<file path="src/verilog/cmpbk_pkg.sv">
// Package: register map, field positions and reset values of the comparator register bank
package cmpbk_pkg;

  // ==========================================================================
  // Register map (byte addresses)
  // ==========================================================================
  localparam int unsigned NUM_CMP = 2;
  localparam logic [7:0] CTRL0_OFS   = 8'h00;
  localparam logic [7:0] CTRL_STRIDE = 8'h10;
  localparam logic [7:0] STAT_OFS    = 8'h20;
  localparam logic [7:0] IRQ_ST_OFS  = 8'h30;
  localparam logic [7:0] IRQ_MSK_OFS = 8'h34;
  localparam logic [1:0] ALIAS_BASE  = 2'h0;
  localparam logic [1:0] ALIAS_CLR   = 2'h1;
  localparam logic [1:0] ALIAS_SET   = 2'h2;
  localparam logic [1:0] ALIAS_INV   = 2'h3;

  // ==========================================================================
  // Control register fields
  // ==========================================================================
  localparam int unsigned ON_BIT    = 15;
  localparam int unsigned OE_BIT    = 14;
  localparam int unsigned INV_BIT   = 13;
  localparam int unsigned RES_BIT   = 8;
  localparam int unsigned EVS_LSB   = 6;
  localparam int unsigned PSEL_BIT  = 4;
  localparam int unsigned NSEL_LSB  = 0;
  localparam logic [31:0] CTRL_WMASK = 32'h0000_E0D3;
  localparam logic [31:0] CTRL_RST   = 32'h0000_00C3;

  // ==========================================================================
  // Shared status register fields
  // ==========================================================================
  localparam int unsigned FRZ_BIT  = 14;
  localparam int unsigned IDLE_BIT = 13;
  localparam logic [31:0] STAT_WMASK = 32'h0000_6000;
  localparam logic [31:0] STAT_RST   = 32'h0000_0000;

  // Event edge select encodings
  localparam logic [1:0] EVS_NONE = 2'h0;
  localparam logic [1:0] EVS_RISE = 2'h1;
  localparam logic [1:0] EVS_FALL = 2'h2;
  localparam logic [1:0] EVS_BOTH = 2'h3;

endpackage

</file>
<file path="src/verilog/cmpbk_top.sv">
// Comparator register bank: control, shared status, alias writes and events
`timescale 1ns/10ps

// How it works
// - Clear alias at +4 clears written bits
// - Set alias at +8 sets written bits
// - Invert alias at +C toggles written bits
// - Unimplemented bits read zero, ignore writes
// - Invert bit flips comparator result
// - Input selects pick pin or reference
module cmpbk_top (
  input  wire logic        clk_sys_i,     // System clock, 20 MHz
  input  wire logic        arst_n_i,      // Async reset, active low
  input  wire logic [7:0]  addr_i,        // Byte address
  input  wire logic [31:0] wdata_i,       // Write data
  input  wire logic        wr_i,          // Write strobe
  input  wire logic        rd_i,          // Read strobe
  output logic      [31:0] rdata_o,       // Read data, cycle after strobe
  input  wire logic [1:0]  raw_result_i,  // Analog comparator raw results
  output logic      [1:0]  result_o,      // Polarity-adjusted results
  output logic      [1:0]  pin_out_o,     // Output pin values
  output logic      [1:0]  pin_oe_o,      // Output pin enables
  output logic      [1:0]  enable_o,      // Comparator enables
  output logic      [1:0]  pos_sel_o,     // Positive input select per comparator
  output logic      [3:0]  neg_sel_o,     // Negative input select, 2 bits each
  output logic             freeze_o,      // Debug halt freeze control
  output logic             idle_stop_o,   // Stop in idle control
  output logic             irq_o          // Level interrupt
);

  // ==========================================================================
  // State
  // ==========================================================================
  logic [31:0] ctrl_r [2];
  logic [31:0] ctrl_nxt [2];
  logic [31:0] stat_r, stat_nxt;
  logic [1:0]  irq_st_r, irq_st_nxt;
  logic [1:0]  irq_msk_r, irq_msk_nxt;
  logic [1:0]  res_prev_r;
  logic [31:0] rdata_r, rdata_nxt;
  logic [1:0]  result;
  logic [1:0]  edge_evt;

  // Alias arithmetic shared by every aliased register
  function automatic logic [31:0] cmpbk_alias(input logic [31:0] cur, input logic [31:0] wd,
                                              input logic [1:0] kind, input logic [31:0] wm);
    logic [31:0] v;
    v = cur;
    unique case (kind)
      cmpbk_pkg::ALIAS_BASE: v = wd;
      cmpbk_pkg::ALIAS_CLR:  v = cur & ~wd;
      cmpbk_pkg::ALIAS_SET:  v = cur | wd;
      cmpbk_pkg::ALIAS_INV:  v = cur ^ wd;
    endcase
    return (v & wm) | (cur & ~wm);
  endfunction

  // ==========================================================================
  // Result path
  // ==========================================================================
  // Disabled comparator reads as zero so a stale analog level cannot raise events
  always_comb begin
    for (int i = 0; i < 2; i++) begin
      result[i] = ctrl_r[i][cmpbk_pkg::ON_BIT] &
                  (raw_result_i[i] ^ ctrl_r[i][cmpbk_pkg::INV_BIT]);
    end
  end

  // Edge events per selected polarity
  always_comb begin
    for (int i = 0; i < 2; i++) begin
      unique case (ctrl_r[i][cmpbk_pkg::EVS_LSB +: 2])
        cmpbk_pkg::EVS_NONE: edge_evt[i] = 1'b0;
        cmpbk_pkg::EVS_RISE: edge_evt[i] = result[i] & ~res_prev_r[i];
        cmpbk_pkg::EVS_FALL: edge_evt[i] = ~result[i] & res_prev_r[i];
        cmpbk_pkg::EVS_BOTH: edge_evt[i] = result[i] ^ res_prev_r[i];
      endcase
    end
  end

  // ==========================================================================
  // Register writes
  // ==========================================================================
  always_comb begin
    logic [7:0] base;
    base = 8'h00;
    for (int i = 0; i < 2; i++) begin
      ctrl_nxt[i] = ctrl_r[i];
      base = cmpbk_pkg::CTRL0_OFS + 8'(i * 16);
      if (wr_i && addr_i[7:4] == base[7:4] && addr_i[1:0] == 2'h0) begin
        ctrl_nxt[i] = cmpbk_alias(ctrl_r[i], wdata_i, addr_i[3:2], cmpbk_pkg::CTRL_WMASK);
      end
    end
    stat_nxt = stat_r;
    if (wr_i && addr_i[7:4] == cmpbk_pkg::STAT_OFS[7:4] && addr_i[1:0] == 2'h0) begin
      stat_nxt = cmpbk_alias(stat_r, wdata_i, addr_i[3:2], cmpbk_pkg::STAT_WMASK);
    end
    irq_msk_nxt = irq_msk_r;
    if (wr_i && addr_i == cmpbk_pkg::IRQ_MSK_OFS) begin
      irq_msk_nxt = wdata_i[1:0];
    end
    // Set wins over write-one-to-clear so no edge is lost
    irq_st_nxt = irq_st_r;
    if (wr_i && addr_i == cmpbk_pkg::IRQ_ST_OFS) begin
      irq_st_nxt = irq_st_r & ~wdata_i[1:0];
    end
    irq_st_nxt = irq_st_nxt | edge_evt;
  end

  always_ff @(posedge clk_sys_i or negedge arst_n_i) begin
    if (!arst_n_i) begin
      ctrl_r[0]  <= cmpbk_pkg::CTRL_RST;
      ctrl_r[1]  <= cmpbk_pkg::CTRL_RST;
      stat_r     <= cmpbk_pkg::STAT_RST;
      irq_st_r   <= 2'h0;
      irq_msk_r  <= 2'h0;
      res_prev_r <= 2'h0;
    end else begin
      ctrl_r[0]  <= ctrl_nxt[0];
      ctrl_r[1]  <= ctrl_nxt[1];
      stat_r     <= stat_nxt;
      irq_st_r   <= irq_st_nxt;
      irq_msk_r  <= irq_msk_nxt;
      res_prev_r <= result;
    end
  end

  // ==========================================================================
  // Read path
  // ==========================================================================
  // Alias reads return zero; software is told to disregard them anyway
  always_comb begin
    rdata_nxt = 32'h0000_0000;
    if (rd_i && addr_i[1:0] == 2'h0 && addr_i[3:2] == cmpbk_pkg::ALIAS_BASE) begin
      if (addr_i[7:4] == cmpbk_pkg::CTRL0_OFS[7:4]) begin
        rdata_nxt = (ctrl_r[0] & cmpbk_pkg::CTRL_WMASK) |
                    (32'(result[0]) << cmpbk_pkg::RES_BIT);
      end else if (addr_i[7:4] == cmpbk_pkg::CTRL_STRIDE[7:4]) begin
        rdata_nxt = (ctrl_r[1] & cmpbk_pkg::CTRL_WMASK) |
                    (32'(result[1]) << cmpbk_pkg::RES_BIT);
      end else if (addr_i[7:4] == cmpbk_pkg::STAT_OFS[7:4]) begin
        rdata_nxt = (stat_r & cmpbk_pkg::STAT_WMASK) | {30'h0, result};
      end
    end
    if (rd_i && addr_i == cmpbk_pkg::IRQ_ST_OFS) begin
      rdata_nxt = {30'h0, irq_st_r};
    end
    if (rd_i && addr_i == cmpbk_pkg::IRQ_MSK_OFS) begin
      rdata_nxt = {30'h0, irq_msk_r};
    end
  end

  always_ff @(posedge clk_sys_i or negedge arst_n_i) begin
    if (!arst_n_i) begin
      rdata_r <= 32'h0000_0000;
    end else begin
      rdata_r <= rdata_nxt;
    end
  end

  // ==========================================================================
  // Outputs
  // ==========================================================================
  assign rdata_o = rdata_r;
  assign result_o = result;
  assign irq_o = |(irq_st_r & irq_msk_r);
  assign freeze_o = stat_r[cmpbk_pkg::FRZ_BIT];
  assign idle_stop_o = stat_r[cmpbk_pkg::IDLE_BIT];
  always_comb begin
    for (int i = 0; i < 2; i++) begin
      enable_o[i]         = ctrl_r[i][cmpbk_pkg::ON_BIT];
      pin_oe_o[i]         = ctrl_r[i][cmpbk_pkg::ON_BIT] & ctrl_r[i][cmpbk_pkg::OE_BIT];
      pin_out_o[i]        = result[i] & pin_oe_o[i];
      pos_sel_o[i]        = ctrl_r[i][cmpbk_pkg::PSEL_BIT];
      neg_sel_o[2*i +: 2] = ctrl_r[i][cmpbk_pkg::NSEL_LSB +: 2];
    end
  end
endmodule

</file>
<file path="config.mk">
export PLATFORM = sky130hd
export DESIGN_NAME = cmpbk_top
export DESIGN_NICKNAME = d
export VERILOG_FILES = /design/src/verilog/cmpbk_pkg.sv /design/src/verilog/cmpbk_top.sv
export SDC_FILE = /design/constraint.sdc
export NUM_CORES = 1
export LEC_CHECK = 0
export CORE_AREA = 4 4 75 77
export CTS_BUF_LIST = sky130_fd_sc_hd__clkbuf_2 sky130_fd_sc_hd__clkbuf_4 sky130_fd_sc_hd__clkbuf_8
export CTS_CLUSTER_DIAMETER = 60
export DETAILED_ROUTE_END_ITERATION = 16
export DIE_AREA = 0 0 79 81
export DONT_BUFFER_PORTS = 1
export PLACE_DENSITY = 0.81
export RECOVER_POWER = 100
export SLEW_MARGIN = 5
export SYNTH_ARGS = -nofsm -noshare
export SYNTH_HDL_FRONTEND = slang
export SYNTH_SLANG_ARGS = --single-unit
</file>
<file path="constraint.sdc">
create_clock -name clk_sys_i -period 2.9 [get_ports clk_sys_i]
set_input_delay 0.58 -clock clk_sys_i [delete_from_list [all_inputs] [get_ports clk_sys_i]]
set_output_delay 0.58 -clock clk_sys_i [all_outputs]
set_load 0.01 [all_outputs]
</file>
### Word level (Yosys, flattened, before mapping)

Cells that the tools add are included.
W data, S select, Z words.

* flip-flop bits (word level): 134
* input bits: 46
* output and inout bits: 49
* logic and storage cells: 91

* equality and inequality tests: 13
* muxes and demuxes: 15
* bitwise gates (word level): 38
* reductions and logical operators: 18

Operator list (count)
* $mux W32: 6
* $pmux W16 S4: 2
* $or A16 B32 Y32: 2
* $pmux W15 S4: 1
* $and A16 B16 Y16: 2
* $mux W16: 2
* $or A15 B32 Y32: 1
* $or A16 B16 Y16: 2
* $or A16 B9 Y16: 2
* $xor A16 B16 Y16: 2
* $eq A8 B6 Y1 const B: 2
* $not A16 Y16: 1
* $and A15 B15 Y15: 1
* $mux W15: 1
* $or A15 B15 Y15: 1
* $or A15 B2 Y15: 1
* $xor A15 B15 Y15: 1
* $eq A2 B2 Y1 const B: 6
* $logic_and A1 B1 Y1: 12
* $and A1 B1 Y1: 10
* $logic_not A2 Y1: 4
* $pmux W1 S4: 2
* $eq A2 B1 Y1 const B: 3
* $and A2 B2 Y2: 2
* 9 further kinds: 15

### Longest topological paths before layout

Gate-level depths: netlist of run 1.

* depth after elaboration: 9
* mapped depth: 6
* gate-level depth less buffers: 6

### Worst setup path before layout of run 1

No wires, ideal clock.

* path kind: in2reg
* start: input raw_result_i[0]
* end: register irq_st_r[0]
* setup time: 0.126 ns
* data arrival time: 1.531 ns
* data required time: 2.774 ns
* path slack: 1.242 ns
* stages on the path: 6
* buffers on the path: 0
* cells stage by stage: xor2_1 > nand2_1 > inv_1 > ha_1 > and3_1 > a221o_1

* word-level cells in the longest chain between the ends: 6
* elaborated cells between the ends (all ways): 8
* classes of those cells: 1 x mux; 7 x bitwise

RTL lines
* from (decl): RTL line cmpbk_top.sv:19 `input wire logic [1:0] raw_result_i,`
* $xor A1 B1 Y1 *: RTL line cmpbk_top.sv:65 `(raw_result_i[i] ^ ctrl_r[i][cmpbk_pkg::INV_BIT]);`
* $and A1 B1 Y1 *: RTL line cmpbk_top.sv:64 `result[i] = ctrl_r[i][cmpbk_pkg::ON_BIT] &`
* via result_o[0]: RTL line cmpbk_top.sv:20 `output logic [1:0] result_o,`
* $not A1 Y1: RTL line cmpbk_top.sv:75 `cmpbk_pkg::EVS_FALL: edge_evt[i] = ~result[i] & res_prev_r[i];`
* $and A1 B1 Y1: RTL line cmpbk_top.sv:75
* $pmux W1 S4 *: RTL line cmpbk_top.sv:72 `unique case (ctrl_r[i][cmpbk_pkg::EVS_LSB +: 2])`
* $or A2 B2 Y2 *: RTL line cmpbk_top.sv:107 `irq_st_nxt = irq_st_nxt | edge_evt;`
* via irq_st_nxt[0]: RTL line cmpbk_top.sv:37 `logic [1:0] irq_st_r, irq_st_nxt;`
* to (signal assigned): RTL line cmpbk_top.sv:122 `irq_st_r <= irq_st_nxt;`
* to (decl): RTL line cmpbk_top.sv:37

Mark *: on every way through the listed nets, which the timed path passes. The rest lies on a longest branch.
A chain may end at the register's enable or synchronous reset.

### Worst setup path after layout of run 1

* start: input addr_i[5]
* end: register ctrl_r, in the netlist enable_o[0]

* word-level cells in the longest chain between the ends: 3

RTL lines
* from (decl): RTL line cmpbk_top.sv:14 `input wire logic [7:0] addr_i,`
* $logic_not A4 Y1: RTL line cmpbk_top.sv:90 `if (wr_i && addr_i[7:4] == base[7:4] && addr_i[1:0] == 2'h0) begin`
* $logic_and A1 B1 Y1 (2 in a row): RTL line cmpbk_top.sv:90
* to (decl): RTL line cmpbk_top.sv:34 `logic [31:0] ctrl_r [2];`

No other way between the ends.

==> results by group, run 1 <==
Finish
  • Fillcell total: roughly 430
  • Commonest non-fill, non-tap cells in the layout: inv_1 (48), ha_1 (40), nor2_1 (34)
  • Commonest non-fill, non-tap cell in the layout: inv_1
  • Inserted Diodes: 0
  • Fin util: 56.7%
  • Syn-to-layout area delta: -2.20%
  • Share of layout cells above drive strength 1: between 10% and 20%
  • NumNets Final: about 370
  • Fin area: 0.00284 mm²
  • Fin cells: 350

Die
  • Core box area: about 0.005 mm²
  • Initial core utilization: 58.0%
  • Row Count: 26
  • Die Ht: around 81 µm
  • Total I/O pin count: 95
  • Die Wd: 79 µm
  • Full die area: approximately 0.0064 mm²

Yosys
  • Post-synthesis cell area: 0.00291 mm²
  • Syn_area_per_cell: between 10 and 15 µm²
  • Sequential area share after synthesis: between 20 and 30%
  • Synth unique cells: 34
  • Number of synthesized flops with an enable pin: 0
  • Number of synthesized register bits: 33
  • Async SR Flop Fraction: 100%
  • Syn Inst Count: 289
  • Synth warn: 0
  • Primary FF master, synth: dfrtp_1

Critical path
  • Worst Setup EP: enable_o[0]
  • CP Class: in2reg
  • Worst Path Arrival: about 2.2 ns
  • Endpoint class of the critical path: flip-flop
  • Critical R2R Launch: neg_sel_o[1]
  • RR Endpoint: neg_sel_o[1]
  • CP required: around 3.1 ns
  • Critical Path Fanout Max: 16
  • R2r setup slk: ~1.2 ns
  • Startpoint Class: input pin
  • Reg2Reg Depth: 5
  • Critical path origin: addr_i[5]

Global routing
  • Vias in the first global route: 1964
  • Antenna violations before repair: 0
  • Largest net degree at the start of global routing: 26
  • First-pass GRT wire length: between 9 and 10 mm
  • Gr ovfl total: 0
  • Overall routing resource usage: about 21%

Detailed routing
  • DRC Markers: 0
  • Via count: 1955
  • Post-route antenna net violation count: 0
  • WL final: a little over 6 mm
  • Vias/cell: ~5.6
  • Routed WL per cell: roughly 17 µm
  • Pre-antenna DRT Iters: 4
  • Initial DRC Count: 105

Power
  • Worst vdd ir: around 0.17 mV
  • P_leak: about 1.4 nW
  • PwrDens: about 460 mW/mm²

Clock network
  • Setup Fix Bufs, Post-CTS: 0
  • CTS clk-pin slew, worst paths: about 0.070 ns
  • Root Driver: clkbuf_8
  • TritonCTS Buffers: 5
  • TritonCTS clock tree: built
  • H-tree depth: 2
  • Cts hold-fix bufs: 1
  • Worst skew pair latency: around 0.3 ns
  • Post-cts resize count: 0
  • Clock buffer depth: 2
  • CTS Sinks: 33

Placement
  • Final GP Congestion: between 0.8 and 0.9
  • DPL Wire Length: roughly 4.5 mm
  • Placed Instances: ~340
  • # port buffers: 0
  • Placed inst area: 0.00277 mm²

Timing
  • Max Slew Vio Count: 0
  • Max-slew headroom: slightly below 4%
  • Fin crit period: approximately 2 ns
  • Fmax: 488 MHz
  • Final Skew: about 0.0094 ns
  • Final Setup Violations: 0
  • RSZ-0062 raised after global routing: no
  • WHS: around 0.12 ns
  • Fin crit share: between 70% and 80%
  • Final Hold Fails: 0
  • Setup TNS: 0 ns
  • Worst Max-Slew Pin Slew: 1.44 ns

Outcome
  • Status: finished clean

Min path
  • Hold crit path type: in2async

Run
  • Max_cap viols: 0
==> registers in the layout (all words and copies together), names as in the netlist <==
| signal | cells |
|---|---|
| enable_o | 2 |
| ctrl_r | 8 |
| res_prev_r | 2 |
| neg_sel_o | 4 |
| pos_sel_o | 2 |
| irq_st_r | 2 |
| stat_r | 2 |
| irq_msk_r | 2 |
| rdata_o | 9 |
==> where the power goes <==
group | internal, mW | leakage (nW) | switching (mW)
clock network | 0.290 | 0.0619 | 0.182
registers | 0.506 | 0.369 | 0.0553
logic | 0.124 | 0.934 | 0.154
total | 0.919 | 1.36 | 0.391
==> Yosys cell counts, drive strengths merged, types with 3 or more instances <==
master  number  area (µm²)
mux4        18         405
ha          40         500
buf         39         303
nor2b        6        37.5
nor2        34         128
nand2       13        63.8
o21ai        7        35.0
inv         48         180
a21oi       19        98.9
and3         3        18.8
dfrtp       25         626
dfstp        8         210
a22oi        5        37.5
==> per-stage QoR <==
stage | setup slack, ns | total power, mW
floorplan | 1.24 | 0.836
global placement | 1.10 | 0.819
detailed placement | 1.07 | 0.843
CTS | 0.941 | 1.32
global route | 0.611 | 1.39
finish | 0.849 | 1.31
==> metal layers <==
metal	up-vias	wire length, µm	part of all wire [%]	GRT usage [%]
li1	899	-	-	-
met1	974	2500	41	24.8
met2	69	2940	48	35.2
met3	13	495	8.1	6.54
met4	0	153	2.5	8.08
met5	-	0	0	0
==> layout make-up <==
cell class                 instances  area (µm²)  area share (%)
clock buffer                       7        90.1            3.17
clock inverter                     1        30.0            1.06
inverter                          48         180            6.34
multi-input combinational        190        1610            56.8
sequential                        33         836            29.4
tap                               70        87.6            3.08
timing repair buffer               1        3.75           0.132
==> worst min path at each step <==
stage	from	slack, ns	to
6_report	arst_n_i	0.12	ctrl_r[38]
5_1_grt	arst_n_i	0.1	ctrl_r[7]
4_1_cts	arst_n_i	0.09	rdata_o[0]
3_5_place_dp	arst_n_i	0.29	rdata_o[0]
3_3_place_gp	arst_n_i	0.29	res_prev_r[1]
2_1_floorplan	arst_n_i	0.28	ctrl_r[13]
==> worst max-delay path: stages <==
cell	delay, ns
nor4_1	1.08
nand2_4	0.31
nor2_1	0.22
a21oi_2	0.04
==> kinds of logic (layout without fill, tap and decap cells) <==
family                   count (synthesis)  in the layout  share of synthesized area, %
buffers and inverters                   88             57                          16.8
AND/OR/NAND/NOR                         65             65                          13.4
AO/OA/AOI/OAI                           42             42                          9.13
adder cells (fa/ha/maj)                 40             40                          17.2
flip-flops                              33             33                          28.8
multiplexers                            18             18                          14.0
XOR/XNOR                                 2              2                         0.603
other                                    1             23                         0.129
Power figures use the tool's default switching activity.
==> run 2, diff against run 1 <==
==> constraint.sdc (replaced) <==
create_clock -name clk_sys_i -period 2.1 [get_ports clk_sys_i]
set_input_delay 0.42 -clock clk_sys_i [delete_from_list [all_inputs] [get_ports clk_sys_i]]
set_output_delay 0.42 -clock clk_sys_i [all_outputs]
set_load 0.01 [all_outputs]
==> results by group, run 2 (same netlist as run 1, synthesis figures left out) <==
Critical path
  • R2r setup slk: 0.35 ns (-0.80 ns)
  • CP Class: reg2out
  • Critical Path Fanout Max: 4 (-12)
  • Worst Setup EP: pin_out_o[1]
  • RR Endpoint: neg_sel_o[0]
  • Startpoint Class: flip-flop
  • Endpoint class of the critical path: output pin
  • Reg2Reg Depth: 5 (unchanged)
  • Worst Path Arrival: 1.35 ns (-0.88 ns)
  • CP required: 1.68 ns (-1.40 ns)
  • Critical path origin: ctrl_r[13]
  • Critical R2R Launch: neg_sel_o[0]

Timing
  • Max Slew Vio Count: 0 (unchanged)
  • Setup TNS: 0 ns (unchanged)
  • Final Setup Violations: 0 (unchanged)
  • WHS: 0.309 ns (+0.194 ns)
  • Fmax: between 500 and 600 MHz
  • Worst Max-Slew Pin Slew: 0.829 ns (-0.612 ns)
  • Fin crit share: 84.5%
  • Fin crit period: about 1.8 ns
  • Final Hold Fails: 0 (unchanged)
  • RSZ-0062 raised after global routing: no
  • Final Skew: 0.00612 ns (-0.00329 ns)
  • Max-slew headroom: 44.8% (+41 points)

Die
  • Initial core utilization: 58.0% (unchanged)
  • Core box area: 0.00501 mm² (unchanged)
  • Die Wd: 79 µm (unchanged)
  • Die Ht: 81 µm (unchanged)
  • Row Count: 26 (unchanged)
  • Total I/O pin count: 95 (unchanged)
  • Full die area: 0.00640 mm² (unchanged)

Detailed routing
  • DRC Markers: 0 (unchanged)
  • Met3 WL post-DR: 480 µm (-3.0%)
  • M1 WL: 2.30 mm (-7.8%)
  • Initial DRC Count: 165 (+57%)
  • Vias/cell: 5.49 (-1.8%)
  • Via count: 1926 (-1.5%)
  • Wire length on met2: 2.93 mm (-0.54%)
  • Top Layer Used: met4
  • WL final: 5.75 mm (-5.5%)
  • Routed WL per cell: 16.4 µm (-5.8%)
  • Pre-antenna DRT Iters: 4 (unchanged)
  • Post-route antenna net violation count: 0 (unchanged)

Clock network
  • CTS Sinks: 33 (unchanged)
  • H-tree depth: 2 (unchanged)
  • TritonCTS clock tree: built
  • TritonCTS Buffers: 5 (unchanged)
  • Root Driver: clkbuf_8
  • Setup Fix Bufs, Post-CTS: 0 (unchanged)
  • Clock buffer depth: 2 (unchanged)
  • Post-cts resize count: 0 (unchanged)
  • CTS clk-pin slew, worst paths: 0.07 ns (about the same)
  • Worst skew pair latency: 0.29 ns (about the same)

Global routing
  • Antenna violations before repair: 0 (unchanged)
  • First-pass GRT wire length: 9.36 mm (-6.2%)
  • Largest net degree at the start of global routing: 34 (+31%)
  • Overall routing resource usage: 19.0% (-1.8 points)
  • Vias in the first global route: 1916 (-2.4%)
  • Gr ovfl total: 0 (unchanged)

Finish
  • Inserted Diodes: 0 (unchanged)
  • Max FFs per register: 9 (unchanged)
  • Fin cells: 351 (+0.29%)
  • Fin util: 57.2% (+0.52 points)
  • Commonest non-fill, non-tap cell in the layout: inv_1
  • Share of layout cells above drive strength 1: 12.5% (-0.044 points)
  • Syn-to-layout area delta: -1.29%
  • Fillcell total: 440 (+2.1%)
  • NumNets Final: 366 (+0.27%)
  • Commonest non-fill, non-tap cells in the layout: inv_1 (48), ha_1 (40), nor2_1 (34)

Power
  • P_leak: 1.37 nW (+0.49%)
  • PwrDens: 626 mW/mm² (+36%)
  • Worst vdd ir: 0.245 mV (+42%)

Outcome
  • Status: finished clean

Placement
  • DPL Wire Length: 4.38 mm (-1.8%)
  • # port buffers: 0 (unchanged)
  • Placed Instances: 341 (unchanged)
  • Final GP Congestion: 0.829 (-0.67%)

Min path
  • Hold crit path type: in2reg
  • Hold Startpoint: addr_i[5]

Run
  • Max_cap viols: 0 (unchanged)
## run 2: cell types whose count changed in the layout (fill, tap and decap cells not counted)
| cell | before | now |
|---|---|---|
| clkbuf_1 | 1 | 0 |
| clkbuf_2 | 0 | 1 |
| dfstp_1 | 4 | 6 |
| dfstp_2 | 4 | 2 |
| dlygate4sd3_1 | 0 | 1 |
| nor4_1 | 2 | 1 |
| nor4_4 | 0 | 1 |
## run 2: layout make-up
cell class | instances | area [µm²] | area share (%)
multi-input cells | 190 | 1630 | 56.8
well taps | 70 | 87.6 | 3.05
clock inverters | 1 | 30.0 | 1.05
repair buffers | 2 | 15.0 | 0.524
inverters | 48 | 180 | 6.28
clock buffers | 7 | 90.1 | 3.14
flip-flops and latches | 33 | 836 | 29.1
## run 2: critical path, cell delays in order (launching register included)
cell	delay, ns
dfrtp_1	0.43
xor2_1	0.23
nand2_1	0.15
nor2_1	0.27
## run 2: worst min-delay path by stage
stage,endpoint,slack [ns],depth (start not counted)
after CTS,rdata_o[13],0.31,3
after detailed placement,rdata_o[6],0.13,0
after global placement,res_prev_r[0],0.13,0
final,rdata_o[13],0.31,3
after floorplan,ctrl_r[13],0.12,0
after global routing,rdata_o[13],0.34,3
## run 2: power breakdown
group	total, mW	switching, mW	internal [mW]
clock network	0.637	0.237	0.400
logic	0.387	0.213	0.174
registers	0.770	0.0736	0.697
## run 2: layer usage
metal  vias to the layer above  track usage, %
met5                         -               0
met1                       957            22.6
met2                        66            33.3
li1                        899               -
met4                         0            4.64
met3                         4            6.10
## run 2: repair_timing
item	CTS	global route
endpoints found under the hold margin	33	0
setup endpoints to repair	0	0
hold buffers	2	0
## run 2: stage by stage
step	power, mW	cell area [µm²]	worst slack, ns
floorplan	1.15	2990	0.597
global placement	1.13	2770	0.458
detailed placement	1.16	2770	0.449
CTS	1.82	2920	0.311
global route	1.90	2870	0.216
finish	1.79	2870	0.326
==> run 3, diff against run 2 <==
--- a/config.mk
+++ b/config.mk
@@ -11,7 +11,7 @@
 export DETAILED_ROUTE_END_ITERATION = 16
 export DIE_AREA = 0 0 79 81
 export DONT_BUFFER_PORTS = 1
-export PLACE_DENSITY = 0.81
+export PLACE_DENSITY = 0.84
 export RECOVER_POWER = 100
 export SLEW_MARGIN = 5
 export SYNTH_ARGS = -nofsm -noshare
==> constraint.sdc (replaced) <==
create_clock -name clk_sys_i -period 1.6 [get_ports clk_sys_i]
set_input_delay 0.32 -clock clk_sys_i [delete_from_list [all_inputs] [get_ports clk_sys_i]]
set_output_delay 0.32 -clock clk_sys_i [all_outputs]
set_load 0.01 [all_outputs]
==> results by group, run 3 (same netlist as run 1, synthesis figures left out) <==
Outcome
  • Status: complete, but fails checks
  • Failing checks: negative setup slack

Timing
  • Max-slew headroom: 43.6% (-1.2 points)
  • Final Hold Fails: 0 (unchanged)
  • Final Skew: 0.00227 ns (-0.00385 ns)
  • PnR worst setup slack: -0.0235 ns (-0.349 ns)
  • Max Slew Vio Count: 0 (unchanged)
  • Fin crit period: 1.62 ns
  • Fmax: ~620 MHz
  • Setup TNS: -0.0508 ns (-0.0508 ns)
  • Final Setup Violations: 3 (+3)
  • Worst Max-Slew Pin Slew: 0.846 ns (+0.0174 ns)
  • RSZ-0062 raised after global routing: yes
  • Fin crit share: 101%

Clock network
  • CTS Sinks: 33 (unchanged)
  • Clock buffer depth: 2 (unchanged)
  • Worst skew pair latency: 0.29 ns (about the same)
  • TritonCTS clock tree: built
  • Root Driver: clkbuf_8
  • H-tree depth: 2 (unchanged)
  • CTS clk-pin slew, worst paths: 0.07 ns (about the same)
  • TritonCTS Buffers: 5 (unchanged)

Detailed routing
  • DRC Markers: 0 (unchanged)
  • WL final: 6.80 mm (+18%)
  • Via count: 2122 (+10%)
  • Vias/cell: 5.66 (+3.1%)
  • Post-route antenna net violation count: 0 (unchanged)
  • Pre-antenna DRT Iters: 4 (unchanged)
  • Initial DRC Count: 132 (-20%)
  • Routed WL per cell: 18.1 µm (+11%)

Placement
  • Final GP Congestion: 0.802 (-3.2%)
  • Placed Instances: 362 (+6.2%)
  • # port buffers: 0 (unchanged)
  • Setup WS pre-CTS: -0.0208 ns (-0.470 ns)
  • DPL Wire Length: 4.69 mm (+7.1%)

Global routing
  • Met3 Track Usage GR: 6.98% (+0.89 points)
  • GR met2 Demand/Resource: 38.8% (+5.5 points)
  • Overall routing resource usage: 21.9% (+2.9 points)
  • Largest net degree at the start of global routing: 34 (unchanged)
  • Met1 Track Usage GR: 23.8% (+1.2 points)
  • Top Usage Layer GRT: met2
  • First-pass GRT wire length: 10.6 mm (+13%)
  • Gr ovfl total: 0 (unchanged)
  • Vias in the first global route: 2169 (+13%)
  • Antenna violations before repair: 0 (unchanged)

Critical path
  • Startpoint Class: flip-flop
  • CP Class: reg2out
  • RR Endpoint: ctrl_r[13]
  • Critical Path Fanout Max: 4 (unchanged)
  • CP required: 1.28 ns (-0.40 ns)
  • Reg2Reg Depth: 6 (+1)
  • Critical R2R Launch: ctrl_r[13]
  • R2r setup slk: -0.02 ns (-0.37 ns)
  • Endpoint class of the critical path: output pin
  • Worst Path Arrival: 1.30 ns (-0.05 ns)
  • Critical path origin: ctrl_r[45]
  • Worst Setup EP: pin_out_o[0]

Die
  • Die Ht: 81 µm (unchanged)
  • Row Count: 26 (unchanged)
  • Full die area: 0.00640 mm² (unchanged)
  • Core box area: 0.00501 mm² (unchanged)
  • Initial core utilization: 58.0% (unchanged)
  • Total I/O pin count: 95 (unchanged)
  • Die Wd: 79 µm (unchanged)

Finish
  • Fin cells: 375 (+6.8%)
  • NumNets Final: 390 (+6.6%)
  • Share of layout cells above drive strength 1: 27.5% (+15 points)
  • Inserted Diodes: 0 (unchanged)
  • Syn-to-layout area delta: 8.40%
  • Commonest non-fill, non-tap cells in the layout: inv_1 (40), ha_1 (36), nor2_1 (26)
  • Max FFs per register: 9 (unchanged)
  • Commonest non-fill, non-tap cell in the layout: inv_1

Min path
  • Hold crit path type: in2reg

Power
  • Seq pwr share: 38.5% (-4.4 points)
  • Comb pwr share: 28.1% (+6.5 points)
  • PwrDens: 811 mW/mm² (+30%)
  • Int Pwr: 1.77 mW (+40%)
  • Switching share of total power: 30.6% (+1.4 points)
  • P_leak: 1.46 nW (+6.8%)
  • Psw: 0.781 mW (+49%)
  • Power, Total: 2.55 mW (+42%)
  • Worst vdd ir: 0.349 mV (+43%)
  • Clk pwr share: 33.4% (-2.1 points)

Run
  • Max_cap viols: 0 (unchanged)
-- run 3: changes by cell type in the layout (fill, tap and decap cells not counted), moves of 8 or more --
| cell | delta |
|---|---|
| clkbuf_1 | +9 |
| inv_2 | +8 |
| inv_1 | -8 |
| buf_4 | +13 |
| nor2_1 | -8 |
-- run 3: cell type report --
type	instances	area, µm²
Tap cell	70	87.6
Fill cell	414	1860
Clock inverter	1	30.0
Multi-Input combinational cell	190	1760
Timing Repair Buffer	26	169
Inverter	48	180
Clock buffer	7	90.1
Sequential cell	33	837
-- run 3: metal layers --
metal / up-vias / share of wire (%)
met5: - / 0
met4: 0 / 2.7
met2: 97 / 52
met3: 18 / 8.7
met1: 1063 / 37
li1: 944 / -
-- run 3: per-stage QoR --
stage	util, %	area (µm²)	hold slack (ns)
global placement	58.4	2930	0.0255
CTS	62.4	3120	0.208
global route	62.9	3150	0.225
floorplan	-	2990	0.0244
detailed placement	58.4	2930	0.0252
finish	62.9	3150	0.215
-- run 3: what timing repair did --
action                                 CTS  global route
endpoints found under the hold margin   33             0
gates resized for setup                  8            28
setup endpoints to repair                7            15
hold buffers                             2             0
pin swaps                                2             7
buffers inserted                         2             1
-- run 3: worst min-delay path by stage --
stage,start,end,depth (start not counted)
3_3_place_gp,arst_n_i,stat_r[13],0
2_1_floorplan,arst_n_i,ctrl_r[13],0
5_1_grt,wdata_i[0],irq_st_r[0],2
4_1_cts,addr_i[5],rdata_o[13],3
3_5_place_dp,arst_n_i,rdata_o[13],0
6_report,wdata_i[0],irq_st_r[0],2
-- run 3: power groups by stage --
stage          Sequential, mW  Combinational (mW)  Clock [mW]
6_report                0.982               0.718       0.853
5_1_grt                 0.990               0.793       0.891
4_1_cts                 0.978               0.688       0.849
3_5_place_dp            0.992               0.631           0
3_3_place_gp            0.988               0.587           0
2_1_floorplan           0.989               0.527           0
-- run 3: worst max-delay path, cell delays in order (launching register included) --
cell	delay, ns
dfrtp_2	0.46
xor2_4	0.18
nand2_2	0.12
buf_6	0.14
nor2_4	0.11
